## config.mk

```make
export PLATFORM = sky130hd
export DESIGN_NAME = nfh_host
export DESIGN_NICKNAME = d
export VERILOG_FILES = /design/src/pkg/nfh_pkg.sv /design/src/design/nfh_host.sv /design/src/design/nfh_strobe.sv
export SDC_FILE = /design/constraint.sdc
export NUM_CORES = 1
export LEC_CHECK = 0
export BUFFER_PORTS_ARGS = -buffer_cell sky130_fd_sc_hd__buf_2
export CAP_MARGIN = 5
export CORE_ASPECT_RATIO = 1.2
export CORE_MARGIN = 2
export CORE_UTILIZATION = 58
export CTS_BUF_LIST = sky130_fd_sc_hd__clkbuf_16
export CTS_CLUSTER_SIZE = 30
export DETAILED_ROUTE_END_ITERATION = 6
export PLACE_DENSITY_LB_ADDON = 0.08
export SLEW_MARGIN = 10
export SYNTH_ARGS = -nofsm -noshare
export SYNTH_HDL_FRONTEND = slang
export SYNTH_SLANG_ARGS = --single-unit
```

## constraint.sdc

```tcl
create_clock -name i_clk -period 4 [get_ports i_clk]
set_clock_uncertainty 0.1 [all_clocks]
set_input_delay 0.2 -clock i_clk [delete_from_list [all_inputs] [get_ports i_clk]]
set_output_delay 0.2 -clock i_clk [all_outputs]
set_load 0.05 [all_outputs]
```

## src/pkg/nfh_pkg.sv

```systemverilog
// constants and types shared by the nand flash host port controller
`default_nettype none
package nfh_pkg;
    localparam int unsigned CLK_PERIOD_NS = 5;
    // strobe timing (half cycles of a byte transfer used by the host, and the full read cycle)
    localparam int unsigned STROBE_LOW_NS  = 25;
    localparam int unsigned STROBE_HIGH_NS = 25;
    localparam int unsigned READ_CYCLE_NS  = 50;
    localparam int unsigned STROBE_LOW_CYC  = (STROBE_LOW_NS + CLK_PERIOD_NS - 1) / CLK_PERIOD_NS;
    localparam int unsigned STROBE_HIGH_CYC = (STROBE_HIGH_NS + CLK_PERIOD_NS - 1) / CLK_PERIOD_NS;
    localparam int unsigned READ_CYCLE_CYC  = (READ_CYCLE_NS + CLK_PERIOD_NS - 1) / CLK_PERIOD_NS;
    // longest busy wait we tolerate before flagging a timeout
    localparam int unsigned RANDOM_ACCESS_US = 15;
    localparam int unsigned BUSY_TIMEOUT_US  = 10000;
    localparam int unsigned BUSY_TIMEOUT_CYC = BUSY_TIMEOUT_US * 1000 / CLK_PERIOD_NS;
    // ready pin may lag the last write strobe; wait before trusting it
    localparam int unsigned BUSY_SETTLE_NS  = 100;
    localparam int unsigned BUSY_SETTLE_CYC = (BUSY_SETTLE_NS + CLK_PERIOD_NS - 1) / CLK_PERIOD_NS;
    localparam int unsigned PAGE_BYTES      = 528;
    localparam int unsigned HALF_PAGE       = 256;
    localparam int unsigned CNT_W           = 24;
    localparam int unsigned COL_W           = 10;

    localparam logic [7:0] CMD_READ_A   = 8'h00;
    localparam logic [7:0] CMD_READ_B   = 8'h01;
    localparam logic [7:0] CMD_READ_SP  = 8'h50;
    localparam logic [7:0] CMD_READ_ID  = 8'h90;
    localparam logic [7:0] CMD_RESET    = 8'hff;
    localparam logic [7:0] CMD_PROG     = 8'h80;
    localparam logic [7:0] CMD_PROG_GO  = 8'h10;
    localparam logic [7:0] CMD_COPY_GO  = 8'h8a;
    localparam logic [7:0] CMD_ERASE    = 8'h60;
    localparam logic [7:0] CMD_ERASE_GO = 8'hd0;
    localparam logic [7:0] CMD_STATUS   = 8'h70;

    // operation codes accepted on the user port
    typedef enum logic [2:0] {
        NFH_OP_READ   = 3'b000,
        NFH_OP_PROG   = 3'b001,
        NFH_OP_ERASE  = 3'b010,
        NFH_OP_STATUS = 3'b011,
        NFH_OP_RESET  = 3'b100,
        NFH_OP_ID     = 3'b101,
        NFH_OP_SPARE  = 3'b110,
        NFH_OP_COPY   = 3'b111
    } nfh_op_t;

    // byte kinds placed on the port by the sequencer
    typedef enum logic [1:0] {
        NFH_BK_CMD  = 2'b00,
        NFH_BK_ADDR = 2'b01,
        NFH_BK_DATA = 2'b10
    } nfh_bk_t;

    localparam logic [2:0] ST_IDLE = 3'd0;
endpackage : nfh_pkg
`default_nettype wire

```

## src/design/nfh_host.sv

```systemverilog
// host sequencer driving a byte wide nand flash over its strobe pins
`default_nettype none
module nfh_host
    import nfh_pkg::*;
(
    input  wire logic                i_clk,
    input  wire logic                i_rst,
    input  wire logic                i_req,
    input  wire nfh_pkg::nfh_op_t    i_op,
    input  wire logic [15:0]         i_row,
    input  wire logic [9:0]          i_col,
    input  wire logic [9:0]          i_len,
    input  wire logic                i_wp_allow,
    input  wire logic                i_wvalid,
    input  wire logic [7:0]          i_wdata,
    input  wire logic [7:0]          i_dq_in,
    input  wire logic                i_rb,
    output logic                     o_ready,
    output logic                     o_wready,
    output logic                     o_rvalid,
    output logic [7:0]               o_rdata,
    output logic                     o_done,
    output logic                     o_timeout,
    output logic [7:0]               o_dq_out,
    output logic                     o_dq_oe,
    output logic                     o_ce_n,
    output logic                     o_cle,
    output logic                     o_ale,
    output logic                     o_wr_n,
    output logic                     o_output_strobe_n,
    output logic                     o_wp_n
);
    import nfh_pkg::*;

    typedef enum logic [2:0] {
        S_IDLE  = 3'b000,
        S_CMD   = 3'b001,
        S_ADDR  = 3'b010,
        S_WDATA = 3'b011,
        S_CMD2  = 3'b100,
        S_WAIT  = 3'b101,
        S_RDATA = 3'b110,
        S_END   = 3'b111
    } nfh_st_t;

    typedef struct packed {
        nfh_st_t          st;
        nfh_op_t          op;
        logic [15:0]      row;
        logic [9:0]       col;
        logic [9:0]       left;
        logic [1:0]       anum;
        logic [23:0]      tmo;
        logic [4:0]       settle;
        logic             go;
        logic             gord;
        logic             pend;
        logic [7:0]       dq_out;
        logic             dq_oe;
        logic             ce_n;
        logic             cle;
        logic             ale;
        logic             ready;
        logic             wready;
        logic             rvalid;
        logic             done;
        logic             timeout;
        logic             wp_n;
        logic [7:0]       dq_s1;
        logic [7:0]       dq_s2;
        logic             rb_s1;
        logic             rb_s2;
    } nfh_host_t;

    nfh_host_t h_q, h_d;
    logic       stb_done;
    logic [7:0] stb_rdata;

    // first command byte for each operation
    function automatic logic [7:0] first_cmd(input nfh_op_t op, input logic [9:0] col);
        unique case (op)
            NFH_OP_READ:   first_cmd = (col >= 10'(HALF_PAGE)) ? CMD_READ_B : CMD_READ_A;
            NFH_OP_PROG:   first_cmd = CMD_PROG;
            NFH_OP_ERASE:  first_cmd = CMD_ERASE;
            NFH_OP_STATUS: first_cmd = CMD_STATUS;
            NFH_OP_RESET:  first_cmd = CMD_RESET;
            NFH_OP_ID:     first_cmd = CMD_READ_ID;
            NFH_OP_SPARE:  first_cmd = CMD_READ_SP;
            NFH_OP_COPY:   first_cmd = CMD_READ_A;
        endcase
    endfunction : first_cmd

    // number of address bytes, zero for single byte commands
    function automatic logic [1:0] addr_bytes(input nfh_op_t op);
        unique case (op)
            NFH_OP_ERASE:                  addr_bytes = 2'd2;
            NFH_OP_STATUS, NFH_OP_RESET:   addr_bytes = 2'd0;
            NFH_OP_ID:                     addr_bytes = 2'd1;
            default:                       addr_bytes = 2'd3;
        endcase
    endfunction : addr_bytes

    always_comb begin
        h_d        = h_q;
        h_d.go     = 1'b0;
        h_d.rvalid = 1'b0;
        h_d.done   = 1'b0;
        h_d.wready = 1'b0;
        h_d.dq_s1  = i_dq_in;
        h_d.dq_s2  = h_q.dq_s1;
        h_d.rb_s1  = i_rb;
        h_d.rb_s2  = h_q.rb_s1;
        h_d.wp_n   = i_wp_allow;
        if (h_q.settle != 5'h0) begin
            h_d.settle = h_q.settle - 5'h1;
        end
        unique case (h_q.st)
            S_IDLE: begin
                h_d.ready = h_q.rb_s2;
                // while busy only reset and status may start
                if (i_req && (h_q.rb_s2 || i_op == NFH_OP_RESET || i_op == NFH_OP_STATUS)) begin
                    h_d.st     = S_CMD;
                    h_d.op     = i_op;
                    h_d.row    = i_row;
                    h_d.col    = i_col;
                    h_d.left   = i_len;
                    h_d.anum   = 2'd0;
                    h_d.ready  = 1'b0;
                    h_d.ce_n   = 1'b0;
                    h_d.cle    = 1'b1;
                    h_d.dq_out = first_cmd(i_op, i_col);
                    h_d.dq_oe  = 1'b1;
                    h_d.go     = 1'b1;
                    h_d.gord   = 1'b0;
                    h_d.pend   = 1'b0;
                end
            end
            S_CMD, S_ADDR, S_CMD2: begin
                if (stb_done) begin
                    h_d.cle = 1'b0;
                    if (h_q.anum != addr_bytes(h_q.op)) begin
                        h_d.st     = S_ADDR;
                        h_d.ale    = 1'b1;
                        h_d.go     = 1'b1;
                        h_d.anum   = h_q.anum + 2'd1;
                        if (h_q.op == NFH_OP_ERASE || h_q.anum == 2'd1) begin
                            h_d.dq_out = (h_q.op == NFH_OP_ERASE && h_q.anum == 2'd0) ? h_q.row[7:0] :
                                         (h_q.anum == 2'd1 && h_q.op != NFH_OP_ERASE) ? h_q.row[7:0] :
                                         h_q.row[15:8];
                        end else if (h_q.anum == 2'd0) begin
                            h_d.dq_out = (h_q.op == NFH_OP_ID) ? 8'h00 : h_q.col[7:0];
                        end else begin
                            h_d.dq_out = h_q.row[15:8];
                        end
                    end else begin
                        h_d.ale = 1'b0;
                        // copy waits for the array fetch before its confirm byte
                        if (h_q.st == S_CMD2 || h_q.op == NFH_OP_RESET || h_q.op == NFH_OP_COPY) begin
                            h_d.st     = S_WAIT;
                            h_d.dq_oe  = 1'b0;
                            h_d.settle = 5'(BUSY_SETTLE_CYC);
                            h_d.tmo    = 24'(BUSY_TIMEOUT_CYC);
                        end else if (h_q.op == NFH_OP_PROG) begin
                            h_d.st   = S_WDATA;
                            h_d.pend = 1'b0;
                        end else if (h_q.op == NFH_OP_ERASE) begin
                            h_d.st     = S_CMD2;
                            h_d.cle    = 1'b1;
                            h_d.dq_out = (h_q.op == NFH_OP_ERASE) ? CMD_ERASE_GO : CMD_COPY_GO;
                            h_d.go     = 1'b1;
                        end else begin
                            // page and spare reads: the array fetch raises busy first; id and status read at once
                            h_d.st     = (h_q.op == NFH_OP_READ || h_q.op == NFH_OP_SPARE) ? S_WAIT : S_RDATA;
                            h_d.dq_oe  = 1'b0;
                            h_d.settle = 5'(BUSY_SETTLE_CYC);
                            h_d.tmo    = 24'(RANDOM_ACCESS_US * 1000 / CLK_PERIOD_NS);
                        end
                    end
                end
            end
            S_WDATA: begin
                if (h_q.left == 10'h0) begin
                    if (!h_q.pend || stb_done) begin
                        h_d.st     = S_CMD2;
                        h_d.cle    = 1'b1;
                        h_d.dq_out = CMD_PROG_GO;
                        h_d.go     = 1'b1;
                        h_d.anum   = addr_bytes(h_q.op);
                    end
                end else if (h_q.wready && i_wvalid) begin
                    h_d.dq_out = i_wdata;
                    h_d.go     = 1'b1;
                    h_d.pend   = 1'b1;
                    h_d.left   = h_q.left - 10'h1;
                end else if (!h_q.pend || stb_done) begin
                    h_d.wready = 1'b1;
                    h_d.pend   = 1'b0;
                end
            end
            S_WAIT: begin
                h_d.tmo = h_q.tmo - 24'h1;
                if (h_q.settle == 5'h0 && h_q.rb_s2 && h_q.op == NFH_OP_COPY && !h_q.pend) begin
                    h_d.st     = S_CMD2;
                    h_d.cle    = 1'b1;
                    h_d.dq_out = CMD_COPY_GO;
                    h_d.dq_oe  = 1'b1;
                    h_d.go     = 1'b1;
                    h_d.pend   = 1'b1;
                end else if (h_q.settle == 5'h0 && h_q.rb_s2) begin
                    h_d.st = (h_q.op == NFH_OP_READ || h_q.op == NFH_OP_SPARE) ? S_RDATA : S_END;
                end else if (h_q.tmo == 24'h0) begin
                    h_d.timeout = 1'b1;
                    h_d.st      = S_END;
                end
            end
            S_RDATA: begin
                if (h_q.gord && stb_done) begin
                    h_d.rvalid = 1'b1;
                    h_d.gord   = 1'b0;
                end else if (!h_q.gord && !h_q.rvalid) begin
                    if (h_q.left == 10'h0) begin
                        h_d.st = S_END;
                    end else begin
                        h_d.go   = 1'b1;
                        h_d.gord = 1'b1;
                        h_d.left = h_q.left - 10'h1;
                    end
                end
            end
            S_END: begin
                h_d.ce_n = 1'b1;
                h_d.done = 1'b1;
                h_d.st   = S_IDLE;
            end
        endcase
        if (h_q.st != S_WAIT && h_d.st == S_IDLE) begin
            h_d.timeout = h_q.timeout && !i_req;
        end
    end

    always_ff @(posedge i_clk or posedge i_rst) begin
        if (i_rst) begin
            h_q      <= '0;
            h_q.ce_n <= 1'b1;
            h_q.st   <= S_IDLE;
        end else begin
            h_q <= h_d;
        end
    end

    nfh_strobe u_strobe (
        .i_clk     (i_clk),
        .i_rst     (i_rst),
        .i_go      (h_q.go),
        .i_rd      (h_q.gord),
        .i_dq_sync (h_q.dq_s2),
        .o_wr_n    (o_wr_n),
        .o_rd_n    (o_output_strobe_n),
        .o_done    (stb_done),
        .o_rdata   (stb_rdata)
    );

    assign o_ready   = h_q.ready;
    assign o_wready  = h_q.wready;
    assign o_rvalid  = h_q.rvalid;
    assign o_rdata   = stb_rdata;
    assign o_done    = h_q.done;
    assign o_timeout = h_q.timeout;
    assign o_dq_out  = h_q.dq_out;
    assign o_dq_oe   = h_q.dq_oe;
    assign o_ce_n    = h_q.ce_n;
    assign o_cle     = h_q.cle;
    assign o_ale     = h_q.ale;
    assign o_wp_n    = h_q.wp_n;

    ////////////////////////////////////////////////////////////////////////////
    a_no_contention: assert property (@(posedge i_clk) disable iff (i_rst)
        !o_output_strobe_n |-> !o_dq_oe) else $error("host drives port during read");
    a_latch_exclusive: assert property (@(posedge i_clk) disable iff (i_rst)
        !(o_cle && o_ale)) else $error("both latch strobes high");
    a_cmd_stable: assert property (@(posedge i_clk) disable iff (i_rst)
        $rose(o_wr_n) && o_cle |-> $stable(o_dq_out) && o_dq_oe) else $error("command moved at latch");
    a_addr_stable: assert property (@(posedge i_clk) disable iff (i_rst)
        $rose(o_wr_n) && o_ale |-> $stable(o_dq_out) && !o_cle) else $error("address moved at latch");
    a_busy_cmds: assert property (@(posedge i_clk) disable iff (i_rst)
        h_q.st == S_IDLE && h_d.st == S_CMD && !h_q.rb_s2 |->
        ##1 (o_dq_out == CMD_RESET || o_dq_out == CMD_STATUS)) else $error("command while busy");
    a_wp_follow: assert property (@(posedge i_clk) disable iff (i_rst)
        !i_wp_allow |=> !o_wp_n) else $error("write guard not applied");
endmodule : nfh_host
`default_nettype wire

```

## src/design/nfh_strobe.sv

```systemverilog
// one write or read strobe pulse generator with byte capture
`default_nettype none
module nfh_strobe
    import nfh_pkg::*;
(
    input  wire logic       i_clk,
    input  wire logic       i_rst,
    input  wire logic       i_go,
    input  wire logic       i_rd,
    input  wire logic [7:0] i_dq_sync,
    output logic            o_wr_n,
    output logic            o_rd_n,
    output logic            o_done,
    output logic [7:0]      o_rdata
);
    import nfh_pkg::*;

    typedef struct packed {
        logic       busy;
        logic       rd;
        logic       phase;
        logic [3:0] cnt;
        logic       wr_n;
        logic       rd_n;
        logic       done;
        logic [7:0] rdata;
    } nfh_stb_t;

    nfh_stb_t s_q, s_d;

    always_comb begin
        s_d      = s_q;
        s_d.done = 1'b0;
        if (!s_q.busy) begin
            if (i_go) begin
                s_d.busy  = 1'b1;
                s_d.rd    = i_rd;
                s_d.phase = 1'b0;
                s_d.cnt   = 4'(STROBE_LOW_CYC - 1);
                // byte is latched by the device on the rising edge only
                s_d.wr_n  = i_rd;
                s_d.rd_n  = !i_rd;
            end
        end else if (s_q.cnt != 4'h0) begin
            s_d.cnt = s_q.cnt - 4'h1;
        end else if (!s_q.phase) begin
            // sampled late in the low phase, two sync stages already in the path
            if (s_q.rd) begin
                s_d.rdata = i_dq_sync;
            end
            s_d.wr_n  = 1'b1;
            s_d.rd_n  = 1'b1;
            s_d.phase = 1'b1;
            s_d.cnt   = 4'(STROBE_HIGH_CYC - 1);
        end else begin
            s_d.busy = 1'b0;
            s_d.done = 1'b1;
        end
    end

    always_ff @(posedge i_clk or posedge i_rst) begin
        if (i_rst) begin
            s_q <= '{busy: 1'b0, rd: 1'b0, phase: 1'b0, cnt: 4'h0, wr_n: 1'b1, rd_n: 1'b1,
                     done: 1'b0, rdata: 8'h00};
        end else begin
            s_q <= s_d;
        end
    end

    assign o_wr_n  = s_q.wr_n;
    assign o_rd_n  = s_q.rd_n;
    assign o_done  = s_q.done;
    assign o_rdata = s_q.rdata;

    a_pulse_width: assert property (@(posedge i_clk) disable iff (i_rst)
        $fell(o_rd_n) |-> !o_rd_n [*5] ##1 o_rd_n) else $error("read strobe low time wrong");
    a_write_width: assert property (@(posedge i_clk) disable iff (i_rst)
        $fell(o_wr_n) |-> !o_wr_n [*5] ##1 o_wr_n [*5]) else $error("write strobe timing wrong");
endmodule : nfh_strobe
`default_nettype wire

```

==> flow_summary.json <==
{
  "reg2reg_to": "o_dq_out[0]$_DFFE_PP0P_",
  "clkLatencyLatePin_ns": 0.42,
  "syn_area_um2": 6780,
  "hold_ws_ns": -0.00402,
  "cts_made_buffers": 17,
  "synth_compound_area_frac": 0.192,
  "drive_gt1_frac": 0.186,
  "hold_class": "input port to register",
  "ys_seq_elements": 128,
  "power_density_nw_per_um2": 814,
  "path_clk_slew_ns": 0.06,
  "crit_fanout": 8,
  "grtUsageTotal": 0.296,
  "syn_to_final_growth_pct": 22.6,
  "max_freq_ghz": 0.329,
  "synth-async-reset-ratio": 1.00,
  "coreArea_um2": 11500,
  "ctsHoldBuffers": 43,
  "maxSlewViolCount": 0,
  "synth_adder_area_share": 0.0144,
  "final_antenna_net_count": 0,
  "h-tree-depth": 4,
  "min_period_ns": 3.04,
  "dr_wl_met3_um": 869,
  "endpoint": "o_dq_out[0]$_DFFE_PP0P_",
  "synth_edf_count": 0,
  "critPathKind": "register to register",
  "io_buffers": 88,
  "grt_pass1_vias": 5912,
  "wl_um": 17600,
  "pin_count": 89,
  "synth-simple-area-share": 0.221,
  "antenna_cells": 0,
  "wl_per_cell_um": 17.0,
  "avgSynthCellArea_um2": 9.07,
  "die_area_um2": 12600,
  "yosysUniqueCellTypes": 72,
  "p_leak_nw": 3.85,
  "setup_viol": 0,
  "power_mw": 6.76,
  "cp-end-kind": "register",
  "hold_violations": 1,
  "top_layer_used": "met4",
  "grt_max_degree": 78,
  "die_h_um": 122,
  "crit_path_start_kind": "register",
  "cts.sinks": 128,
  "start_util": 0.591,
  "crit_start": "h_q[70]$_DFFE_PP0P_",
  "overflow": 0,
  "viasPerCell": 5.91,
  "cts_tree": "done",
  "drc": 0,
  "synthMuxAreaShare": 0.0340,
  "postLayoutCoreUtil": 0.725,
  "hpwl_um": 11800,
  "layout.nets": 931,
  "yosysWarnings": 0,
  "antenna_found_initial": 0,
  "ir_worst_vdd_mv": 0.417,
  "num_vias": 6103,
  "cts.path.max_buffers": 2,
  "rows": 43,
  "fin_tns_setup_ns": 0,
  "cts_root_buf": "clkbuf_16",
  "final_cell_mix": "nand2_1, dfrtp_1, buf_2",
  "met1_length_um": 7450,
  "final_common_cell": "nand2_1",
  "maxCapViolations": 0,
  "synth_top_family_by_area": "simple AND/OR/NAND/NOR gates",
  "reg2reg_slack_ns": 0.96,
  "period_share": 0.760,
  "die_w_um": 103,
  "worst_ep_required_time_ns": 4.20,
  "status": "finished with violations",
  "drt-initial-drc-count": 388,
  "first_pass_iters": 5,
  "grt_pass1_wl_um": 28700,
  "ys_seq_area_frac": 0.473,
  "max-slew-margin-rel": 0.318,
  "synthFlopType": "dfrtp_1",
  "globalplace.congestion": 0.936,
  "ff2ff_path_depth": 8,
  "worstMarginPinSlew_ns": 1.02,
  "syn_inst": 747,
  "ctsResizeCount": 0,
  "yosys.area_share.xor_xnor": 0.0181,
  "violations": "negative hold slack",
  "crit_arrival_ns": 3.24,
  "postCtsSetupBuffers": 0,
  "dr_wl_met2_um": 8730,
  "rsz0062_at_grt": "no",
  "regToRegStartpoint": "h_q[70]$_DFFE_PP0P_",
  "synth_fp_nets": 815
}
## power by group
part	internal (mW)	switching (mW)	leakage (nW)
logic	1.10	1.81	1.94
clock network	1.03	0.556	0.305
registers	1.77	0.507	1.61
## routing by layer
metal | track usage | vias up
met5 | 0 | -
met4 | 0.142 | 0
met3 | 0.0598 | 46
met2 | 0.480 | 218
met1 | 0.377 | 2929
li1 | - | 2910
## registers in the layout, summed over array words and instances (netlist names), 7 cells and up
signal            cells
o_dq_out              8
h_q                  83
u_strobe.s_q          7
u_strobe.o_rdata      8
h_d                   9
## final cells by class
class / instances / area [µm²]
clock buffer: 17 / 425
clock inverter: 15 / 179
fill: 826 / 3150
inverter: 24 / 92.6
multi-input combinational: 549 / 3250
sequential: 128 / 3210
tap: 157 / 196
timing repair buffer: 143 / 961
## cells by family (layout without fill, tap and decap cells)
group / Yosys count / count (layout)
compound gates: 200 / 200
mux: 21 / 21
xor+xnor: 14 / 14
buf+inv: 70 / 199
fa+ha+maj: 8 / 8
flops: 128 / 128
simple gates: 306 / 306
## worst max-delay path: stages (launching register included)
cell,delay (ns)
dfrtp_1,0.41
inv_1,0.09
ha_1,0.20
or4b_4,0.51
or4b_4,0.53
mux2i_1,0.24
o21ai_2,0.14
a31oi_4,0.32
mux2_2,0.38
## synthesized netlist by cell type, types with 5 or more instances
library cell / n / area share
nor3_1: 23 / 0.017
a31oi_1: 13 / 0.012
nor4_1: 6 / 0.0055
a21oi_1: 50 / 0.037
nor2_1: 60 / 0.033
nand3_1: 10 / 0.0074
nand2b_1: 9 / 0.0083
mux2_2: 15 / 0.025
o21ai_0: 54 / 0.040
xor2_1: 5 / 0.0065
and3_1: 6 / 0.0055
xnor2_1: 9 / 0.012
nand2_1: 128 / 0.071
or3_1: 7 / 0.0065
ha_1: 7 / 0.013
nor2b_1: 13 / 0.012
inv_1: 24 / 0.013
o22a_1: 9 / 0.012
buf_4: 16 / 0.018
mux2i_1: 5 / 0.0074
a211oi_1: 5 / 0.0055
nand4_1: 6 / 0.0055
clkbuf_1: 25 / 0.014
dfrtp_1: 125 / 0.46
nand3b_1: 6 / 0.0066
o31ai_1: 5 / 0.0055
o21a_1: 7 / 0.0078
## worst min path at each step
| stage | cells past startpoint | endpoint | from |
|---|---|---|---|
| final | 3 | h_q[79]$_DFFE_PP0P_ | i_len[9] |
| after global routing | 3 | h_q[79]$_DFFE_PP0P_ | i_len[9] |
| after CTS | 3 | h_q[79]$_DFFE_PP0P_ | i_len[9] |
| after detailed placement | 1 | h_d[9]$_DFF_PP0_ | i_dq_in[7] |
| after global placement | 1 | o_wp_n$_DFF_PP0_ | i_wp_allow |
| after floorplan | 0 | h_d[0]$_DFF_PP0_ | i_rb |
## through the flow
stage / setup WS (ns) / cells / hold slack, ns / instance area (µm²)
final: 0.959 / 1033 / -0.00402 / 8310
after global routing: 0.823 / 1033 / 0.0275 / 8310
after CTS: 0.978 / 1033 / 0.00144 / 8310
after detailed placement: 1.00 / 958 / 0.210 / 7270
after global placement: 1.07 / 958 / 0.208 / 7270
after floorplan: 0.292 / 747 / 0.131 / 6780
(Power assumes the default switching activity.)
